==> src/verilog/qrt_consts.vh <==
// constants for the quasi-resonant turn-on timing block
`ifndef QRT_CONSTS_VH
`define QRT_CONSTS_VH
`define QRT_CLK_MHZ 100
// frequency-limit oscillator frequencies in kHz (low and high rate variants)
`define QRT_OSC_LO_KHZ 136
`define QRT_OSC_HI_KHZ 225
`define QRT_OSC_LO_CYC ((1000 * `QRT_CLK_MHZ) / `QRT_OSC_LO_KHZ)
`define QRT_OSC_HI_CYC ((1000 * `QRT_CLK_MHZ) / `QRT_OSC_HI_KHZ)
// blanking intervals in ns, least times rounded up
`define QRT_BLANK_SHORT_NS 2500
`define QRT_BLANK_LONG_NS 6300
`define QRT_BLANK_SHORT_CYC ((`QRT_BLANK_SHORT_NS * `QRT_CLK_MHZ + 999) / 1000)
`define QRT_BLANK_LONG_CYC ((`QRT_BLANK_LONG_NS * `QRT_CLK_MHZ + 999) / 1000)
// sense sample delay in ns and window in cycles
`define QRT_STROBE_NS 1000
`define QRT_STROBE_CYC ((`QRT_STROBE_NS * `QRT_CLK_MHZ + 999) / 1000)
`define QRT_STROBE_WIN_CYC 20
// starter and floor frequencies in kHz
`define QRT_STARTER_KHZ 22
`define QRT_FLOOR_KHZ 8
`define QRT_STARTER_CYC ((1000 * `QRT_CLK_MHZ) / `QRT_STARTER_KHZ)
`define QRT_FLOOR_CYC ((1000 * `QRT_CLK_MHZ) / `QRT_FLOOR_KHZ)
// short delay from trigger to gate on
`define QRT_TRIG_DLY_CYC 10
// maximum on-time safety bound in cycles
`define QRT_MAX_ON_CYC 2000
`define QRT_CNT_W 14
`endif

==> src/verilog/qrt_sync.v <==
// two-flop synchroniser, one per comparator bit
`timescale 1ns/10ps
`default_nettype none
module qrt_sync #(
    parameter W = 6
) (
    // clock and reset
    input wire clk,
    input wire reset_n,
    // raw and synchronised levels
    input wire [W-1:0] d,
    output wire [W-1:0] q
);
    genvar i;
    generate
        for (i = 0; i < W; i = i + 1) begin : g_bit
            reg s1_r;
            reg s2_r;
            // first stage is read only by the second
            always @(posedge clk) begin
                if (!reset_n) begin
                    s1_r <= 1'b0;
                    s2_r <= 1'b0;
                end else begin
                    s1_r <= d[i];
                    s2_r <= s1_r;
                end
            end
            assign q[i] = s2_r;
        end
    endgenerate
endmodule // qrt_sync
`default_nettype wire

==> src/verilog/qrt_turn_on.v <==
// quasi-resonant turn-on timing: power sequencing, demag trigger, oscillator, blanking
//
// Overview of operation
// RULE_01: supply below stop level turns the switch off.
// RULE_02: after power-down with drain below start level, inhibit restart.
// RULE_03: with drain above start level, recharge only below restart level.
// RULE_04: charge current reduced after fault, full on normal power-up.
// RULE_05: armed trigger turns switch on after short delay on falling crossing.
// RULE_06: arming only by rising crossing above arm level; unarmed ignores falls.
// RULE_07: demag input ignored during blanking after each turn-off.
// RULE_08: frequency-limit oscillator restarts each turn-on, rate by variant.
// RULE_09: trigger after full oscillator cycle turns on and resyncs oscillator.
// RULE_10: trigger before cycle end ignored; wait for next arm and trigger.
// RULE_11: turn-on inhibit lasts until blanking ends if blanking is longer.
// RULE_12: blanking is short or long.
// RULE_13: short blanking when sample above comparison level, long otherwise.
// RULE_14: blanking select sampled in the overvoltage strobe window.
// RULE_15: unarmed sense voltage gives fixed starter frequency switching.
// RULE_16: once armed, starter stops and turn-on follows demag detection.
// RULE_17: sense permanently above arm level, no trigger: switch at floor frequency.
// RULE_18: extremely light load leaves valley skipping for burst mode.
// RULE_19: at supply start level switching begins, charge source off.
// RULE_20: in undervoltage lockout the gate is held low.
// RULE_21: sense sampled in short window a strobe delay after turn-off.
// RULE_22: peak-current comparator ends on-time, starts blanking and strobe timer.
// RULE_23: comparator inputs synchronised; arm state cleared at each turn-on.
`timescale 1ns/10ps
`default_nettype none
`include "qrt_consts.vh"
module qrt_turn_on (
    // clock and reset
    input wire clk,
    input wire reset_n,
    // product variant: 1 selects the high oscillator rate
    input wire high_rate_variant,
    // supply and drain comparators
    input wire supply_above_start_level,
    input wire supply_below_stop_level,
    input wire supply_below_restart_level,
    input wire drain_above_start_level,
    // fault request from protections, and burst-mode request from feedback
    input wire fault_event,
    input wire burst_request,
    // demag sense comparators and peak current comparator
    input wire demag_above_arm_level,
    input wire demag_above_trigger_level,
    input wire demag_above_compare_level,
    input wire peak_current_reached,
    // outputs
    output reg gate_on_r,
    output reg charge_enable_r,
    output reg charge_reduced_r,
    output reg sense_strobe_r,
    output reg blank_long_r,
    output reg burst_active_r
);
    // power states
    localparam [3:0] ST_CHARGE = 4'b0001;
    localparam [3:0] ST_RUN = 4'b0010;
    localparam [3:0] ST_WAIT = 4'b0100;
    localparam [3:0] ST_DEAD = 4'b1000;

    // timing counts as 32-bit copies of the macros, then cut to counter width on purpose;
    // every count fits in the counter, the floor period being the largest
    localparam [31:0] OSC_LO_32 = `QRT_OSC_LO_CYC;
    localparam [31:0] OSC_HI_32 = `QRT_OSC_HI_CYC;
    localparam [31:0] BLANK_SHORT_32 = `QRT_BLANK_SHORT_CYC;
    localparam [31:0] BLANK_LONG_32 = `QRT_BLANK_LONG_CYC;
    localparam [31:0] STROBE_32 = `QRT_STROBE_CYC;
    localparam [31:0] STROBE_WIN_32 = `QRT_STROBE_WIN_CYC;
    localparam [31:0] STARTER_32 = `QRT_STARTER_CYC;
    localparam [31:0] FLOOR_32 = `QRT_FLOOR_CYC;
    localparam [31:0] TRIG_DLY_32 = `QRT_TRIG_DLY_CYC;
    localparam [31:0] MAX_ON_32 = `QRT_MAX_ON_CYC;
    localparam [`QRT_CNT_W-1:0] OSC_LO_LEN = OSC_LO_32[`QRT_CNT_W-1:0];
    localparam [`QRT_CNT_W-1:0] OSC_HI_LEN = OSC_HI_32[`QRT_CNT_W-1:0];
    localparam [`QRT_CNT_W-1:0] BLANK_SHORT_LEN = BLANK_SHORT_32[`QRT_CNT_W-1:0];
    localparam [`QRT_CNT_W-1:0] BLANK_LONG_LEN = BLANK_LONG_32[`QRT_CNT_W-1:0];
    localparam [`QRT_CNT_W-1:0] STROBE_LEN = STROBE_32[`QRT_CNT_W-1:0];
    localparam [`QRT_CNT_W-1:0] STROBE_WIN_LEN = STROBE_WIN_32[`QRT_CNT_W-1:0];
    localparam [`QRT_CNT_W-1:0] STARTER_LEN = STARTER_32[`QRT_CNT_W-1:0];
    localparam [`QRT_CNT_W-1:0] FLOOR_LEN = FLOOR_32[`QRT_CNT_W-1:0];
    localparam [`QRT_CNT_W-1:0] TRIG_DLY_LEN = TRIG_DLY_32[`QRT_CNT_W-1:0];
    localparam [`QRT_CNT_W-1:0] MAX_ON_LEN = MAX_ON_32[`QRT_CNT_W-1:0];
    localparam [`QRT_CNT_W-1:0] CNT_ONE = {{(`QRT_CNT_W-1){1'b0}}, 1'b1};

    wire [7:0] sync_q;
    wire start_s;
    wire drain_s;
    wire arm_s;
    wire trig_s;
    wire cmp_s;
    wire peak_s;
    wire stop_s;
    wire restart_s;

    reg [3:0] pstate_r;
    reg [3:0] pstate_nxt;
    reg fault_seen_r;
    reg arm_prev_r;
    reg trig_prev_r;
    reg armed_r;
    reg ever_armed_r;
    reg [`QRT_CNT_W-1:0] osc_cnt_r;
    reg osc_done_r;
    reg [`QRT_CNT_W-1:0] blank_cnt_r;
    reg [`QRT_CNT_W-1:0] strobe_cnt_r;
    reg strobe_pend_r;
    reg [`QRT_CNT_W-1:0] win_cnt_r;
    reg [`QRT_CNT_W-1:0] off_cnt_r;
    reg [`QRT_CNT_W-1:0] on_cnt_r;
    reg [`QRT_CNT_W-1:0] dly_cnt_r;
    reg dly_pend_r;

    wire [`QRT_CNT_W-1:0] osc_limit;
    wire [`QRT_CNT_W-1:0] blank_len;
    wire running;
    wire blanking;
    wire rise_arm;
    wire fall_trig;
    wire turn_off;
    wire starter_due;
    wire floor_due;
    wire turn_on;

    // synchronise every comparator before any edge detection; the supply levels
    // share the same latency so start and stop never disagree for a cycle
    qrt_sync #(
        .W(8)
    ) u_sync (
        .clk(clk),
        .reset_n(reset_n),
        .d({supply_above_start_level, drain_above_start_level, demag_above_arm_level,
            demag_above_trigger_level, demag_above_compare_level, peak_current_reached,
            supply_below_stop_level, supply_below_restart_level}),
        .q(sync_q)
    ); // RULE_23
    assign arm_s = sync_q[5];
    assign trig_s = sync_q[4];
    assign cmp_s = sync_q[3];
    assign peak_s = sync_q[2];
    assign stop_s = sync_q[1];
    assign restart_s = sync_q[0];
    assign start_s = sync_q[7];
    assign drain_s = sync_q[6];

    // oscillator period chosen by variant
    assign osc_limit = high_rate_variant ? OSC_HI_LEN : OSC_LO_LEN; // RULE_08
    assign blank_len = blank_long_r ? BLANK_LONG_LEN : BLANK_SHORT_LEN; // RULE_12
    assign running = (pstate_r == ST_RUN) && !burst_active_r;
    assign blanking = blank_cnt_r != {`QRT_CNT_W{1'b0}}; // RULE_07
    // demag edges are only seen outside blanking and while off
    assign rise_arm = !gate_on_r && !blanking && arm_s && !arm_prev_r; // RULE_06
    assign fall_trig = !gate_on_r && !blanking && armed_r && !trig_s && trig_prev_r; // RULE_05
    assign turn_off = gate_on_r && (peak_s || on_cnt_r >= MAX_ON_LEN); // RULE_22
    // starter runs only until the first arm; floor timer covers a stuck-high sense
    assign starter_due = !ever_armed_r && off_cnt_r >= STARTER_LEN; // RULE_15
    assign floor_due = ever_armed_r && off_cnt_r >= FLOOR_LEN; // RULE_17
    assign turn_on = running && !gate_on_r && !blanking && osc_done_r &&
        ((dly_pend_r && dly_cnt_r == {`QRT_CNT_W{1'b0}}) || starter_due || floor_due); // RULE_09 RULE_11

    // power sequencing
    always @* begin
        pstate_nxt = pstate_r;
        case (pstate_r)
            ST_CHARGE: begin
                if (start_s) begin
                    pstate_nxt = ST_RUN; // RULE_19
                end
            end
            ST_RUN: begin
                if (stop_s || fault_event) begin
                    pstate_nxt = drain_s ? ST_WAIT : ST_DEAD; // RULE_01 RULE_02
                end
            end
            ST_WAIT: begin
                if (restart_s) begin
                    pstate_nxt = ST_CHARGE; // RULE_03
                end
            end
            ST_DEAD: begin
                pstate_nxt = ST_DEAD; // RULE_02
            end
            default: begin
                pstate_nxt = ST_CHARGE;
            end
        endcase
    end

    // power state and charge control
    always @(posedge clk) begin
        if (!reset_n) begin
            pstate_r <= ST_CHARGE;
            fault_seen_r <= 1'b0;
            charge_enable_r <= 1'b0;
            charge_reduced_r <= 1'b0;
        end else begin
            pstate_r <= pstate_nxt;
            if (pstate_r == ST_RUN && fault_event) begin
                fault_seen_r <= 1'b1;
            end else if (pstate_r == ST_RUN && !fault_event && stop_s) begin
                fault_seen_r <= 1'b0;
            end
            // charge source only on while charging toward start level
            charge_enable_r <= (pstate_nxt == ST_CHARGE) && drain_s; // RULE_19
            charge_reduced_r <= fault_seen_r; // RULE_04
        end
    end

    // burst mode follows the feedback request at light load
    always @(posedge clk) begin
        if (!reset_n) begin
            burst_active_r <= 1'b0;
        end else begin
            burst_active_r <= burst_request && (pstate_r == ST_RUN); // RULE_18
        end
    end

    // gate drive, on-time counter
    always @(posedge clk) begin
        if (!reset_n) begin
            gate_on_r <= 1'b0;
            on_cnt_r <= {`QRT_CNT_W{1'b0}};
        end else if (pstate_r != ST_RUN || stop_s) begin
            gate_on_r <= 1'b0; // RULE_01 RULE_20
            on_cnt_r <= {`QRT_CNT_W{1'b0}};
        end else if (turn_off) begin
            gate_on_r <= 1'b0; // RULE_22
            on_cnt_r <= {`QRT_CNT_W{1'b0}};
        end else if (turn_on) begin
            gate_on_r <= 1'b1; // RULE_05
            on_cnt_r <= {`QRT_CNT_W{1'b0}};
        end else if (gate_on_r) begin
            on_cnt_r <= on_cnt_r + 1'b1;
        end
    end

    // arm and trigger edge detection; arm cleared at turn-on
    // a rise inside the trigger delay stalls the countdown by one cycle only
    always @(posedge clk) begin
        if (!reset_n) begin
            arm_prev_r <= 1'b0;
            trig_prev_r <= 1'b0;
            armed_r <= 1'b0;
            ever_armed_r <= 1'b0;
            dly_pend_r <= 1'b0;
            dly_cnt_r <= {`QRT_CNT_W{1'b0}};
        end else begin
            arm_prev_r <= arm_s;
            trig_prev_r <= trig_s;
            if (turn_on || pstate_r != ST_RUN) begin
                armed_r <= 1'b0; // RULE_23
                dly_pend_r <= 1'b0;
                if (pstate_r != ST_RUN) begin
                    ever_armed_r <= 1'b0;
                end
            end else if (fall_trig) begin
                armed_r <= 1'b0;
                // early triggers are dropped; re-arm needed
                if (osc_done_r) begin
                    dly_pend_r <= 1'b1; // RULE_09
                    dly_cnt_r <= TRIG_DLY_LEN;
                end // RULE_10
            end else if (rise_arm) begin
                armed_r <= 1'b1; // RULE_06
                ever_armed_r <= 1'b1; // RULE_16
            end else if (dly_pend_r && dly_cnt_r != {`QRT_CNT_W{1'b0}}) begin
                dly_cnt_r <= dly_cnt_r - 1'b1; // RULE_05
            end
        end
    end

    // frequency-limit oscillator, restarted on every turn-on
    // done stays set until the next turn-on, so a late valley is never lost
    always @(posedge clk) begin
        if (!reset_n) begin
            osc_cnt_r <= {`QRT_CNT_W{1'b0}};
            osc_done_r <= 1'b0;
        end else if (turn_on) begin
            osc_cnt_r <= {`QRT_CNT_W{1'b0}}; // RULE_08
            osc_done_r <= 1'b0;
        end else if (osc_cnt_r >= osc_limit - 1'b1) begin
            osc_done_r <= 1'b1; // RULE_09
        end else begin
            osc_cnt_r <= osc_cnt_r + 1'b1;
        end
    end

    // off-time counter for starter and floor fallback
    always @(posedge clk) begin
        if (!reset_n) begin
            off_cnt_r <= {`QRT_CNT_W{1'b0}};
        end else if (turn_on || gate_on_r) begin
            off_cnt_r <= {`QRT_CNT_W{1'b0}};
        end else if (off_cnt_r != {`QRT_CNT_W{1'b1}}) begin
            off_cnt_r <= off_cnt_r + 1'b1;
        end
    end

    // blanking timer started by each peak-current or maximum on-time turn-off
    always @(posedge clk) begin
        if (!reset_n) begin
            blank_cnt_r <= {`QRT_CNT_W{1'b0}};
        end else if (turn_off) begin
            blank_cnt_r <= blank_len; // RULE_07 RULE_22
        end else if (blanking) begin
            blank_cnt_r <= blank_cnt_r - 1'b1; // RULE_11
        end
    end

    // strobe timer: delay then sample window; selects next blanking length
    always @(posedge clk) begin
        if (!reset_n) begin
            strobe_cnt_r <= {`QRT_CNT_W{1'b0}};
            strobe_pend_r <= 1'b0;
            win_cnt_r <= {`QRT_CNT_W{1'b0}};
            sense_strobe_r <= 1'b0;
            blank_long_r <= 1'b1; // long blanking until the first sample
        end else if (turn_off) begin
            strobe_cnt_r <= STROBE_LEN; // RULE_21
            strobe_pend_r <= 1'b1;
            sense_strobe_r <= 1'b0;
        end else if (strobe_pend_r) begin
            if (strobe_cnt_r > CNT_ONE) begin
                strobe_cnt_r <= strobe_cnt_r - 1'b1;
            end else begin
                strobe_pend_r <= 1'b0;
                sense_strobe_r <= 1'b1; // RULE_14
                win_cnt_r <= STROBE_WIN_LEN;
            end
        end else if (sense_strobe_r) begin
            // one decision per window taken at its end
            if (win_cnt_r > CNT_ONE) begin
                win_cnt_r <= win_cnt_r - 1'b1;
            end else begin
                sense_strobe_r <= 1'b0;
                blank_long_r <= !cmp_s; // RULE_13
            end
        end
    end
endmodule // qrt_turn_on
`default_nettype wire
==> config.mk <==
export PLATFORM = sky130hd
export DESIGN_NAME = qrt_turn_on
export DESIGN_NICKNAME = d
export VERILOG_FILES = /design/src/verilog/qrt_sync.v /design/src/verilog/qrt_turn_on.v
export VERILOG_INCLUDE_DIRS = /design/src /design/src/verilog
export SDC_FILE = /design/constraint.sdc
export NUM_CORES = 1
export LEC_CHECK = 0
export BUFFER_PORTS_ARGS = -buffer_cell sky130_fd_sc_hd__buf_4
export CORE_UTILIZATION = 30
export CTS_CLUSTER_SIZE = 16
export DETAILED_ROUTE_END_ITERATION = 8
export HOLD_SLACK_MARGIN = 0.03
export RECOVER_POWER = 25
export SETUP_SLACK_MARGIN = 0.15
export SYNTH_ARGS = -nofsm -noshare
export SYNTH_HDL_FRONTEND = slang
export SYNTH_SLANG_ARGS = --single-unit
export TNS_END_PERCENT = 10
==> constraint.sdc <==
create_clock -name clk -period 6.5 [get_ports clk]
set_clock_uncertainty 0.2 [all_clocks]
set_input_delay 1.3 -clock clk [delete_from_list [all_inputs] [get_ports clk]]
set_output_delay 1.3 -clock clk [all_outputs]
set_load 0.01 [all_outputs]
---- Word-level counts from Yosys, hierarchy flattened ----
Cells that the tools add are included.
storage, ports and cells
  memory bits (writable) .................. 0
  bits in read-only memories .............. 0
  input bits .............................. 13
  memories kept ........................... 0
  register bits after elaboration ......... 132
  word-level logic and storage cells ...... 164
  bits in latches ......................... 0
cells by class
  magnitude comparators ................... 6
  multiply operators ...................... 0
  muxes and demuxes ....................... 33
  divide/modulo/power cells ............... 0
  eq/ne operators ......................... 12
  add/sub/neg operators ................... 8
  shifts and indexed selects .............. 0
  reduce and logical (&&, ||, !) cells .... 61
  bitwise gates (word level) .............. 5
operator list
  cell                     count
  $mux W14                 10
  $sub A14 B1 Y14 const B  4
  $add A14 B1 Y14 const B  3
  $gt A14 B1 Y1 const B    2
  $reduce_bool A14 Y1      2
  $logic_and A1 B1 Y1      21
  $mux W7                  3
  $mux W10                 2
  $mux W4                  4
  $pmux W4 S4              1
  $reduce_bool A2 Y1       8
  $ge A14 B11 Y1 const B   1
  $ge A14 B13 Y1 const B   1
  $ge A14 B14 Y1           1
  $ge A14 B14 Y1 const B   1
  $logic_not A14 Y1        1
  $ne A14 B14 Y1 const B   1
  $mux W1                  13
  $reduce_and A4 Y1        3
  $sub A10 B1 Y11 const B  1
  $eq A4 B1 Y1 const B     2
  $logic_not A1 Y1         8
  $reduce_or A2 Y1         4
  $logic_or A1 B1 Y1       7
  other kinds (11)         21

---- Logic depth before layout (Yosys ltp) ----
Gate-level depths: netlist of run 1.
  depth in word-level cells ............... 9
  depth in mapped cells ................... 11
  mapped depth without buffers ............ 8

---- By module ----
From an unflattened synthesis of run 1, not the netlist that was laid out.
unflattened totals
  cell total of the unflattened synthesis .. 735
  area total of the unflattened synthesis .. 6274.8 sq um
by module, submodules not included
  module       area each (sq um)  cells an instance  sequential area each (sq um)  times used
  qrt_turn_on  5768.0             694                2322.2                        1
  qrt_sync     506.7              41                 320.3                         1

---- Least setup slack after synthesis of run 1 ----
Ideal clock, no wire load.
  kind .................................... input -> register
  start point ............................. input port high_rate_variant
  end point ............................... register osc_cnt_r[4]
  cell stages on the path ................. 8
  path slack .............................. 3.213 ns
  setup time .............................. 0.115 ns
  buffers on the path ..................... 1
  arrival ................................. 2.972 ns
  cells stage by stage .................... inv_1 -> ha_1 -> a31o_2 -> a211oi_1 -> o21ai_0 -> clkbuf_1 -> o21a_1 -> o21a_1
on the way
  word-level cells in the longest chain between the ends .. 3
ends and longest elaborated chain
  element               line               RTL
  from (decl)           qrt_turn_on.v:35   input wire high_rate_variant,
  $mux W10              qrt_turn_on.v:148  assign osc_limit = high_rate_variant ? OSC_HI_LEN : OSC_LO_LEN;
  $sub A10 B1 Y11       qrt_turn_on.v:282  end else if (osc_cnt_r >= osc_limit - 1'b1) begin
  $ge A14 B14 Y1        qrt_turn_on.v:282
  to (signal assigned)  qrt_turn_on.v:277  osc_cnt_r <= {`QRT_CNT_W{1'b0}};
  to (signal assigned)  qrt_turn_on.v:280  osc_cnt_r <= {`QRT_CNT_W{1'b0}};
  to (signal assigned)  qrt_turn_on.v:285  osc_cnt_r <= osc_cnt_r + 1'b1;
  to (decl)             qrt_turn_on.v:104  reg [`QRT_CNT_W-1:0] osc_cnt_r;
No other way between the ends.
A chain may end at the register's enable or synchronous reset.

---- Worst setup path in the final report of run 1 ----
  start point ............................. input port reset_n
  end point ............................... register off_cnt_r[6]
on the way
  word-level cells in the longest chain between the ends .. 2
ends and longest elaborated chain
  element                            line               RTL
  from (decl)                        qrt_turn_on.v:33   input wire reset_n,
  $not A1 Y1 (no source line)        --
  $reduce_or A2 Y1 (no source line)  --
  to (signal assigned)               qrt_turn_on.v:292  off_cnt_r <= {`QRT_CNT_W{1'b0}};
  to (signal assigned)               qrt_turn_on.v:294  off_cnt_r <= {`QRT_CNT_W{1'b0}};
  to (signal assigned)               qrt_turn_on.v:296  off_cnt_r <= off_cnt_r + 1'b1;
  to (decl)                          qrt_turn_on.v:110  reg [`QRT_CNT_W-1:0] off_cnt_r;
No other way between the ends.

==> summary.log, run 1 <==
INFO  timing         max_clock_freq=215MHz
INFO  clocking       path_clk_slew=50ps
INFO  route          wire_per_inst=12.5microns
INFO  layout         total_number_of_nets_in_the_final_design=755
INFO  route          drt-pass1-iter-count=4
INFO  route          via_count=4946
INFO  place          gpl.final_weighted_congestion=0.790
INFO  critical_path  timing.critical_path.required=6640ps
INFO  timing         post_route_clock_period_utilization=0.715
INFO  global_routing number_of_antenna_violations_at_the_first_check_in_global_routing=0
INFO  clocking       cts_sinks=132
INFO  place          placed_cells=972
INFO  min_path       timing.hold.worst_path_depth=1
INFO  yosys          yosys_warnings=0
INFO  critical_path  critPathArrivalTime=4790ps
INFO  global_routing maximum_number_of_pins_on_one_net_before_global_route_repair=52
INFO  clocking       cts.repair_timing.setup_buffer_count=0
INFO  yosys          mappedNetlistNets=744
INFO  power_and_ir_drop leakage_power_of_the_design=2.51nW
INFO  critical_path  setup.reg_to_reg.worst_slack=2860ps
INFO  die            fp.dieW=146microns
INFO  yosys          postSynthCellCount=710
INFO  route          postRouteWirelength=12500microns
INFO  global_routing globalRouteTotalUtil=0.126
INFO  run            timing.max_cap.violations=1
INFO  timing         worst_slew_pin_slew=2070ps
INFO  clocking       clk_root_buffer_cell=clkbuf_16
INFO  clocking       cts-hold-fix-buffers=0
INFO  critical_path  reg2reg_from=blank_cnt_r[0]
INFO  power_and_ir_drop total_power=0.00204W
INFO  clocking       numCtsBuffers=17
INFO  yosys          syn_area_per_cell=8.72squm
INFO  min_path       timing.hold.worst.class=flop to flop
INFO  place          buffers_added_on_ports=18
INFO  yosys          netlist_top_cells_count=dfxtp_1 (132), nor2_1 (86), nand2_1 (47), a21oi_1 (40), nor3_1 (29)
INFO  clocking       cts_htree_levels=4
INFO  yosys          synth.area.top_cells=dfxtp_1 (43%), nor2_1 (5.2%), ha_1 (4.2%), xor2_1 (4.0%), xnor2_1 (3.3%)
INFO  layout         layoutNonFillerInstCount=1000
INFO  timing         slew-limit-headroom=-0.380
INFO  yosys          synth-async-reset-ratio=0
INFO  power_and_ir_drop vdd.ir_drop.worst=0.204mV
INFO  timing         report.final.slew_viol_count=52
INFO  route          detailedRoute.firstIterationViolations=232
INFO  critical_path  critical_path.reg2reg.endpoint=off_cnt_r[6]
INFO  timing         timing.final.hold_violations=0
INFO  critical_path  cp-start-kind=primary input
INFO  global_routing grt_first_pass_wirelength=22100microns
INFO  yosys          synth_area_leader_cell=dfxtp_1
INFO  yosys          synth_edf_count=0
INFO  yosys          post-synth-top-count-cell=dfxtp_1
INFO  die            floorplan.die_area=21200squm
INFO  place          place_hpwl=8410microns
INFO  power_and_ir_drop powerDensity=289nW/um^2
INFO  clocking       cts.repair.resized=0
INFO  route          post-route-drc-count=0
INFO  route          ant_nets=0
INFO  critical_path  cp-end-kind=flop
INFO  clocking       clock_latency=410ps
INFO  outcome        failing_checks=max-capacitance violations, max-slew violations
INFO  layout         synthToLayoutAreaGrowth=14.3%
INFO  layout         multi_input_gate_area=3310squm
INFO  layout         nFillCells=2081
INFO  yosys          seq_area_frac_synth=0.427
INFO  global_routing grt_overflow_total=0
INFO  yosys          syn-cell-area=6190squm
INFO  outcome        outcome=complete, but fails checks
INFO  timing         final_critical_delay_including_setup_and_external_delays=4640ps
INFO  clocking       max-clock-path-buffers=2
INFO  die            start_util=0.306
INFO  layout         post_route_cells_drive_above_1_share=0.0795
INFO  timing         rsz_0062_raised_after_global_routing=no
INFO  global_routing vias_in_the_first_global_route=4712
INFO  min_path       min_delay_worst_endpoint=u_sync.g_bit[0].s2_r
INFO  yosys          synth_ff_type=dfxtp_1
INFO  timing         setup_viol=0
INFO  critical_path  crit_fanout=51
INFO  layout         antenna-diode-count=0
INFO  layout         regArea=2640squm
INFO  timing         totalNegativeSetupSlack=0ps
INFO  die            rows=52
INFO  critical_path  reg2regPathDepth=8
INFO  clocking       cts_tree=built
INFO  min_path       hold_path.startpoint=u_sync.g_bit[0].s1_r
INFO  route          viasPerCell=4.95
INFO  die            top_level_ports=19
INFO  critical_path  crit_type=primary input to flop
INFO  yosys          yosys.cell_types.count=56
INFO  die            die_h=146microns
INFO  yosys          post-synth-top-area-fraction=0.427
INFO  die            coreArea=20200squm
INFO  yosys          synth.ff_latch_count=132
[critical path, stage by stage]
cell and delay, ps:
clkbuf_1 1450, inv_1 740, clkbuf_1 450, or3_1 650
nor2_1 180
[per-layer routing]
layer  wire [microns]  up-vias  global-route usage
met5                0        -                   0
met3              360       13              0.0282
met4              251        0              0.0589
li1                 -     2585                   -
met1             6400     2290               0.167
met2             5500       58               0.194
[cells by family (layout without fill, tap and decap cells)]
group,after synthesis,count (layout),synth area share
XOR/XNOR,51,51,0.0722
adder cells (fa/ha/maj),21,21,0.0425
AO/OA/AOI/OAI,133,133,0.148
flip-flops,132,132,0.427
buffers and inverters,57,77,0.0376
AND/OR/NAND/NOR,311,311,0.264
multiplexers,5,5,0.00809
[how the worst max path moves through the flow]
stage,start,end,cells past startpoint,slack [ps]
after floorplan,high_rate_variant,osc_cnt_r[4],8,3210
final,reset_n,off_cnt_r[6],5,1860
after global routing,reset_n,off_cnt_r[1],5,1430
after CTS,blank_cnt_r[0],off_cnt_r[4],8,2860
after global placement,high_rate_variant,osc_cnt_r[7],9,2920
after detailed placement,blank_cnt_r[0],off_cnt_r[6],8,2870
[stage by stage]
stage	instance area, sq um	setup slack (ps)	util	hold slack, ps
after detailed placement	6560	2870	0.324	220
after CTS	7100	2860	0.351	232
after global placement	6560	2920	0.324	220
after floorplan	6190	3210	-	212
after global routing	7070	1430	0.350	249
final	7070	1860	0.350	231
[placed cells by master (no fill, tap or decap), drive strengths merged, types with 10 or more instances in the layout]
cell type	n
clkbuf	29
xor2	28
nor3	29
or3	15
and2	22
or4	22
a31oi	10
o31ai	11
o21ai	17
nand3	24
and3	11
nand4	17
nor4	13
inv	28
nor2	87
ha	21
buf	15
o21a	12
nand2	47
xnor2	23
a21oi	40
dfxtp	132
[cell type report]
type                            count  area share
Clock buffer                       23      0.0690
Clock inverter                      5     0.00743
Inverter                           28      0.0149
Multi-Input combinational cell    521       0.468
Sequential cell                   132       0.374
Tap cell                          270      0.0478
Timing Repair Buffer               21      0.0191
[flip-flops by register name, indices dropped and copies added (netlist names)]
signal,count
osc_cnt_r,14
charge_reduced_r,1
arm_prev_r,1
gate_on_r,1
u_sync.g_bit.s1_r,8
armed_r,1
strobe_cnt_r,14
charge_enable_r,1
dly_pend_r,1
trig_prev_r,1
pstate_r,4
fault_seen_r,1
osc_done_r,1
strobe_pend_r,1
ever_armed_r,1
on_cnt_r,14
dly_cnt_r,14
blank_cnt_r,14
off_cnt_r,14
sense_strobe_r,1
u_sync.g_bit.s2_r,8
burst_active_r,1
blank_long_r,1
win_cnt_r,14
[where the power goes]
group          leakage [nW]  internal [W]  switching (W)
clock network         0.267      0.000555       0.000328
logic                  1.17      0.000121       0.000148
registers              1.07      0.000852      0.0000383
total                  2.51       0.00153       0.000514
Note: power is estimated with default switching activity, not from simulation.
==> inputs of run 2 (changes only) <==
- clock period: 6.5 -> 3.88 ns (I/O delays scaled with it)
==> run 2 against run 1 <==
The run now ends clean. Critical path depth up 3. Utilization up 0.51 points. Design area is 1.5% higher. Worst hold slack improved by 0.73 ps. Setup slack got worse by 1100 ps. Via count grew 0.85%. Combinational power increased by 71%.
==> summary.log, run 2 (synthesis gave the netlist of run 1 again) <==
INFO  outcome        outcome=complete, no violations [was complete, but fails checks]
INFO  critical_path  crit_chain=inv_1 > ha_1 > or4b_2 > or4_1 > o211a_1 > nor2_2 > nor4_1 > o221a_1 [was clkbuf_1 > inv_1 > clkbuf_1 > or3_1 > nor2_1]
INFO  timing         post_route_clock_period_utilization=0.814
INFO  timing         worst_slew_pin_slew=1240ps [was 2070 ps]
INFO  timing         final_critical_delay_including_setup_and_external_delays=3160ps
INFO  place          pre_cts_ws=761ps [was 2870 ps]
INFO  clocking       cts_sinks=132 [unchanged]
INFO  global_routing grt_overflow_total=0 [unchanged]
INFO  die            die_h=146microns [unchanged]
INFO  layout         regArea=2640squm [unchanged]
INFO  clocking       numCtsBuffers=17 [unchanged]
INFO  place          placed_cells=975 [was 972]
INFO  timing         worst_slack=723ps [was 1860 ps]
INFO  timing         max_clock_freq=317MHz
INFO  layout         total_number_of_nets_in_the_final_design=758 [was 755]
INFO  min_path       min_delay_worst_endpoint=u_sync.g_bit[2].s2_r [was u_sync.g_bit[0].s2_r]
INFO  critical_path  crit_fanout=17 [was 51]
INFO  min_path       timing.hold.worst_path_depth=1 [unchanged]
INFO  timing         rsz_0062_raised_after_global_routing=no [unchanged]
INFO  layout         nFillCells=2062 [was 2081]
INFO  power_and_ir_drop cellInternalPower=0.00274W [was 0.00153 W]
INFO  run            timing.max_cap.violations=0 [was 1]
INFO  die            coreArea=20200squm [unchanged]
INFO  global_routing number_of_antenna_violations_at_the_first_check_in_global_routing=0 [unchanged]
INFO  layout         multi_input_gate_area=3310squm [unchanged]
INFO  layout         layoutNonFillerInstCount=1007 [was 1000]
INFO  route          detailedRoute.firstIterationViolations=263 [was 232]
INFO  die            floorplan.die_area=21200squm [unchanged]
INFO  timing         timing.final.hold_violations=0 [unchanged]
INFO  critical_path  reg2regPathDepth=8 [unchanged]
INFO  global_routing grt_first_pass_wirelength=22900microns [was 22100 microns]
INFO  layout         antenna-diode-count=0 [unchanged]
INFO  layout         most-common-layout-cells=dfxtp_1 (132), nor2_1 (86), nand2_1 (47) [unchanged]
INFO  power_and_ir_drop switchingPower=0.000922W [was 0.000514 W]
INFO  clocking       clock_latency=420ps [was 410 ps]
INFO  clocking       path_clk_slew=60ps [was 50 ps]
INFO  min_path       hold_path.startpoint=u_sync.g_bit[2].s1_r [was u_sync.g_bit[0].s1_r]
INFO  critical_path  setup.reg_to_reg.worst_slack=720ps [was 2860 ps]
INFO  clocking       cts_tree=built [unchanged]
INFO  critical_path  critPathMaxStageDelay=640ps [was 1450 ps]
INFO  critical_path  timing.critical_path.required=3990ps [was 6640 ps]
INFO  route          drt-pass1-iter-count=6 [was 4]
INFO  place          place_hpwl=8570microns [was 8410 microns]
INFO  route          postRouteWirelength=13000microns [was 12500 microns]
INFO  power_and_ir_drop p_seq_frac=0.407 [was 0.436]
INFO  timing         whs=231ps [about the same]
INFO  critical_path  critPathSlowestCell=or4b_2 [was clkbuf_1]
INFO  layout         synthToLayoutAreaGrowth=16.0% [was 14.3%]
INFO  layout         final_common_cell=dfxtp_1 [unchanged]
INFO  min_path       timing.hold.worst.class=flop to flop [unchanged]
INFO  global_routing globalRouteTotalUtil=0.132 [was 0.126]
INFO  power_and_ir_drop power.share.switching=0.251 [was 0.252]
INFO  clocking       max-clock-path-buffers=2 [unchanged]
INFO  critical_path  cp-start-kind=flop [was primary input]
INFO  route          via_count=4988 [was 4946]
INFO  layout         post_route_cells_drive_above_1_share=0.0841 [was 0.0795]
INFO  power_and_ir_drop vdd.ir_drop.worst=0.348mV [was 0.204 mV]
INFO  critical_path  crit_type=flop to flop [was primary input to flop]
INFO  timing         setup_viol=0 [unchanged]
INFO  global_routing vias_in_the_first_global_route=4755 [was 4712]
INFO  place          gpl.final_weighted_congestion=0.776 [was 0.790]
INFO  power_and_ir_drop powerDensity=511nW/um^2 [was 289 nW/um^2]
INFO  power_and_ir_drop pwr-share-clk=0.467 [was 0.432]
INFO  power_and_ir_drop leakage_power_of_the_design=2.55nW [was 2.51 nW]
INFO  route          wire_per_inst=12.9microns [was 12.5 microns]
INFO  critical_path  critPathArrivalTime=3270ps [was 4790 ps]
INFO  timing         report.final.slew_viol_count=0 [was 52]
INFO  clocking       clk_root_buffer_cell=clkbuf_16 [unchanged]
INFO  die            top_level_ports=19 [unchanged]
INFO  route          ant_nets=0 [unchanged]
INFO  power_and_ir_drop p_comb_frac=0.126 [was 0.132]
INFO  critical_path  cp-end-kind=flop [unchanged]
INFO  global_routing maximum_number_of_pins_on_one_net_before_global_route_repair=52 [unchanged]
INFO  critical_path  critical_path.reg2reg.endpoint=dly_cnt_r[3] [was off_cnt_r[6]]
INFO  route          viasPerCell=4.95 [about the same]
INFO  clocking       cts-hold-fix-buffers=0 [unchanged]
INFO  die            rows=52 [unchanged]
INFO  clocking       cts.repair.resized=0 [unchanged]
INFO  die            fp.dieW=146microns [unchanged]
INFO  clocking       cts_htree_levels=4 [unchanged]
INFO  timing         totalNegativeSetupSlack=0ps [unchanged]
INFO  critical_path  reg2reg_from=blank_cnt_r[0] [unchanged]
INFO  clocking       cts.repair_timing.setup_buffer_count=0 [unchanged]
INFO  place          buffers_added_on_ports=18 [unchanged]
INFO  die            start_util=0.306 [unchanged]
INFO  timing         slew-limit-headroom=0.174 [was -0.380]
INFO  layout         final_core_utilization=0.355 [was 0.350]
INFO  route          post-route-drc-count=0 [unchanged]
## run 2: changes by cell type in the layout (fill, tap and decap cells not counted), sizes merged
cell / before / now
bufinv: 1 / 4
clkinv: 3 / 5
clkinvlp: 1 / 3
buf: 15 / 14
clkbuf: 29 / 30
## run 2: worst max path at each step
stage / from / end / cells after the start
floorplan: blank_cnt_r[0] / dly_cnt_r[9] / 11
global placement: blank_cnt_r[0] / dly_cnt_r[3] / 8
detailed placement: blank_cnt_r[0] / dly_cnt_r[3] / 8
CTS: strobe_cnt_r[2] / win_cnt_r[8] / 6
global route: blank_cnt_r[0] / dly_cnt_r[3] / 8
finish: blank_cnt_r[0] / dly_cnt_r[3] / 8
## run 2: per-stage QoR
| stage | power (W) | instance area, sq um |
|---|---|---|
| detailed placement | 0.00198 | 6580 |
| CTS | 0.00371 | 7210 |
| floorplan | 0.00189 | 6190 |
| global route | 0.00385 | 7180 |
| global placement | 0.00198 | 6580 |
| finish | 0.00367 | 7180 |
## run 2: layer usage
metal  track usage  share of wire
met5             0              0
met1         0.175           0.51
met3        0.0332          0.035
met4        0.0568          0.017
met2         0.203           0.44
## run 2: area by class of cell
class / count / share of cell area
inverter: 28 / 0.0146
sequential: 132 / 0.368
clock inverter: 12 / 0.0249
clock buffer: 20 / 0.0636
tap: 270 / 0.0471
timing repair buffer: 24 / 0.0199
multi-input combinational: 521 / 0.462
## run 2: critical path, delay by kind of cell, from the launching register on
| family | cells | cell delay [ps] |
|---|---|---|
| and+or+nand+nor | 4 | 1500 |
| AOI/OAI and AO/OA | 2 | 750 |
| DFF | 1 | 310 |
| adders and majority gates | 1 | 180 |
| buffers and inverters | 1 | 110 |
## run 2: power by group through the flow
stage               clock network, W  registers, W  logic (W)
floorplan                          0       0.00150   0.000385
global placement                   0       0.00152   0.000457
detailed placement                 0       0.00152   0.000463
CTS                          0.00175       0.00149   0.000465
global route                 0.00181       0.00150   0.000536
finish                       0.00171       0.00149   0.000460
==> inputs of run 3 (changes only) <==
- ABC_AREA: default -> 1
- clock period: 3.88 -> 2.75 ns (I/O delays scaled with it)
==> run 3 against run 2 <==
Sequential share of layout area shrank 4.3 points. Flip-flop and latch count is the same. Critical path depth grew 2. Global-route usage shrank 0.26 points. First-iteration DRC count grew 29%. Register-to-register slack lost 350 ps. Final cell count grew 38%. Wire length grew 14%. Setup slack lost 350 ps. Clock-buffer cell count is the same. Highest routed layer unchanged. Area after synthesis grew 13%. Synthesized cell count grew 46%.
==> summary.log, run 3 <==
INFO  clocking       cts.repair.resized=0 [unchanged]
INFO  yosys          mappedNetlistNets=1069 [was 744]
INFO  clocking       clock_latency=410ps [was 420 ps]
INFO  place          pre_cts_ws=458ps [was 761 ps]
INFO  layout         post_route_cells_drive_above_1_share=0.0905 [was 0.0841]
INFO  place          gpl.final_weighted_congestion=0.858 [was 0.776]
INFO  clocking       max-clock-path-buffers=2 [unchanged]
INFO  min_path       timing.hold.worst_path_depth=3 [was 1]
INFO  critical_path  reg2reg_from=win_cnt_r[0] [was blank_cnt_r[0]]
INFO  min_path       hold_path.startpoint=supply_above_start_level [was u_sync.g_bit[2].s1_r]
INFO  critical_path  critical_path.reg2reg.endpoint=win_cnt_r[13] [was dly_cnt_r[3]]
INFO  clocking       path_clk_slew=60ps [about the same]
INFO  critical_path  crit_path_start=win_cnt_r[0] [was blank_cnt_r[0]]
INFO  place          place_hpwl=10400microns [was 8570 microns]
INFO  yosys          postSynthCellCount=1035 [was 710]
INFO  min_path       timing.hold.worst.class=primary input to flop [was flop to flop]
INFO  critical_path  cp-end-kind=flop [unchanged]
INFO  die            floorplan.die_area=23900squm [was 21200 sq um]
INFO  timing         slew-limit-headroom=0.380 [was 0.174]
INFO  global_routing globalRouteTotalUtil=0.129 [was 0.132]
INFO  yosys          synth.ff_latch_count=132 [unchanged]
INFO  power_and_ir_drop powerDensity=680nW/um^2 [was 511 nW/um^2]
INFO  critical_path  cp-start-kind=flop [unchanged]
INFO  clocking       numCtsBuffers=17 [unchanged]
INFO  die            coreArea=22800squm [was 20200 sq um]
INFO  route          ant_nets=0 [unchanged]
INFO  yosys          post-synth-top-count-cell=nand2_1 [was dfxtp_1]
INFO  clocking       cts-hold-fix-buffers=0 [unchanged]
INFO  die            start_util=0.307 [was 0.306]
INFO  layout         final_core_utilization=0.357 [was 0.355]
INFO  timing         timing.final.hold_violations=0 [unchanged]
INFO  layout         layoutNonFillerInstCount=1385 [was 1007]
INFO  route          viasPerCell=4.43 [was 4.95]
INFO  critical_path  timing.critical_path.required=2840ps [was 3990 ps]
INFO  power_and_ir_drop leakage_power_of_the_design=3.64nW [was 2.55 nW]
INFO  route          drt-pass1-iter-count=4 [was 6]
INFO  critical_path  critPathArrivalTime=2470ps [was 3270 ps]
INFO  timing         worst_slack=376ps [was 723 ps]
INFO  run            timing.max_cap.violations=0 [unchanged]
INFO  route          post-route-drc-count=0 [unchanged]
INFO  clocking       cts_sinks=132 [unchanged]
INFO  global_routing number_of_antenna_violations_at_the_first_check_in_global_routing=0 [unchanged]
INFO  timing         final_critical_delay_including_setup_and_external_delays=2370ps [was 3160 ps]
INFO  yosys          seq_area_frac_synth=0.378 [was 0.427]
INFO  yosys          post-synth-top-area-fraction=0.378 [was 0.427]
INFO  yosys          synth_ff_type=dfxtp_1 [unchanged]
INFO  timing         worst_slew_pin_slew=930ps [was 1240 ps]
INFO  route          postRouteWirelength=14800microns [was 13000 microns]
INFO  clocking       clk_root_buffer_cell=clkbuf_16 [unchanged]
INFO  yosys          yosys.cell_types.count=42 [was 56]
INFO  timing         totalNegativeSetupSlack=0ps [unchanged]
INFO  timing         setup_viol=0 [unchanged]
INFO  layout         final_common_cell=nand2_1 [was dfxtp_1]
INFO  die            top_level_ports=19 [unchanged]
INFO  route          wire_per_inst=10.7microns [was 12.9 microns]
INFO  layout         total_number_of_nets_in_the_final_design=1093 [was 758]
INFO  outcome        outcome=complete, no violations [unchanged]
INFO  yosys          syn_area_per_cell=6.75squm [was 8.72 sq um]
INFO  yosys          synth_area_leader_cell=dfxtp_1 [unchanged]
INFO  place          buffers_added_on_ports=18 [unchanged]
INFO  timing         max_clock_freq=421MHz [was 317 MHz]
INFO  critical_path  crit_type=flop to flop [unchanged]
INFO  global_routing grt_overflow_total=0 [unchanged]
INFO  die            fp.dieW=155microns [was 146 microns]
INFO  place          placed_cells=1353 [was 975]
INFO  clocking       cts_htree_levels=4 [unchanged]
INFO  yosys          synth_edf_count=0 [unchanged]
INFO  min_path       min_delay_worst_endpoint=u_sync.g_bit[7].s1_r [was u_sync.g_bit[2].s2_r]
INFO  place          postPlaceCellArea=7490squm [was 6580 sq um]
INFO  yosys          netlist_top_cells_count=nand2_1 (246), nor2_1 (158), inv_1 (138), dfxtp_1 (132), a21oi_1 (61) [was dfxtp_1 (132), nor2_1 (86), nand2_1 (47), a21oi_1 (40), nor3_1 (29)]
INFO  yosys          synth.area.top_cells=dfxtp_1 (38%), nand2_1 (13%), nor2_1 (8.5%), inv_1 (7.4%), a21oi_1 (4.4%) [was dfxtp_1 (43%), nor2_1 (5.2%), ha_1 (4.2%), xor2_1 (4.0%), xnor2_1 (3.3%)]
INFO  global_routing maximum_number_of_pins_on_one_net_before_global_route_repair=26 [was 52]
INFO  critical_path  setup.reg_to_reg.worst_slack=380ps [was 720 ps]
INFO  route          via_count=6142 [was 4988]
INFO  clocking       cts.repair_timing.setup_buffer_count=0 [unchanged]
INFO  timing         rsz_0062_raised_after_global_routing=no [unchanged]
INFO  die            rows=55 [was 52]
INFO  route          detailedRoute.firstIterationViolations=338 [was 263]
INFO  clocking       cts_tree=built [unchanged]
INFO  layout         synthToLayoutAreaGrowth=16.3% [was 16.0%]
INFO  timing         post_route_clock_period_utilization=0.863 [was 0.814]
INFO  yosys          synth-async-reset-ratio=0 [unchanged]
INFO  yosys          yosys_warnings=0 [unchanged]
INFO  power_and_ir_drop vdd.ir_drop.worst=0.441mV [was 0.348 mV]
INFO  critical_path  crit_fanout=11 [was 17]
INFO  yosys          syn-cell-area=6990squm [was 6190 sq um]
INFO  timing         report.final.slew_viol_count=0 [unchanged]
INFO  layout         antenna-diode-count=0 [unchanged]
INFO  layout         most-common-layout-cells=nand2_1 (246), nor2_1 (159), inv_1 (139) [was dfxtp_1 (132), nor2_1 (86), nand2_1 (47)]
INFO  die            die_h=155microns [was 146 microns]
INFO  critical_path  reg2regPathDepth=10 [was 8]
INFO  layout         post-route-cell-area=8130squm [was 7180 sq um]
INFO  global_routing vias_in_the_first_global_route=5604 [was 4755]
INFO  global_routing grt_first_pass_wirelength=25400microns [was 22900 microns]
[run 3: layout make-up]
type / count / area [sq um]
timing repair buffer: 30 / 199
multi-input combinational: 727 / 3650
clock inverter: 12 / 226
tap: 313 / 392
inverter: 151 / 567
sequential: 132 / 2640
clock buffer: 20 / 447
fill: 2410 / 14700
[run 3: cells by family after synthesis]
family | after synthesis | synth area share
compound gates | 107 | 0.0827
fa+ha+maj | 21 | 0.0376
buf+inv | 176 | 0.0983
simple gates | 560 | 0.355
xor+xnor | 39 | 0.0489
flops | 132 | 0.378
[run 3: through the flow]
stage	total power, W	hold WS (ps)
final	0.00553	123
after global routing	0.00582	105
after global placement	0.00299	199
after CTS	0.00562	100
after floorplan	0.00283	190
after detailed placement	0.00300	202
[run 3: worst max-delay path, stage by stage, from the launching register on]
cell      delay, ps
dfxtp_1         400
inv_1           100
ha_1            230
o21ai_0         190
nor2_1           70
nand3_1         100
o21ai_2         100
nand3b_1        440
buf_4           300
nand2_1          50
a21oi_1          60
[run 3: worst max-delay path by stage]
stage	endpoint	cells after the start
finish	win_cnt_r[13]	10
global route	on_cnt_r[11]	8
CTS	win_cnt_r[13]	10
detailed placement	win_cnt_r[13]	10
global placement	win_cnt_r[5]	10
floorplan	osc_cnt_r[8]	10
[run 3: per-layer routing]
layer | up-vias | track usage | share of wire
met4 | 0 | 0.0462 | 0.013
met5 | - | 0 | 0
met2 | 77 | 0.204 | 0.45
li1 | 3311 | - | -
met3 | 13 | 0.0331 | 0.033
met1 | 2741 | 0.170 | 0.51
[run 3: report_power, final]
group	total (W)	internal, W	leakage (nW)	switching, W
registers	0.00211	0.00203	1.07	0.0000807
logic	0.000841	0.000299	2.25	0.000542
clock network	0.00257	0.00173	0.321	0.000844
total	0.00553	0.00406	3.64	0.00147
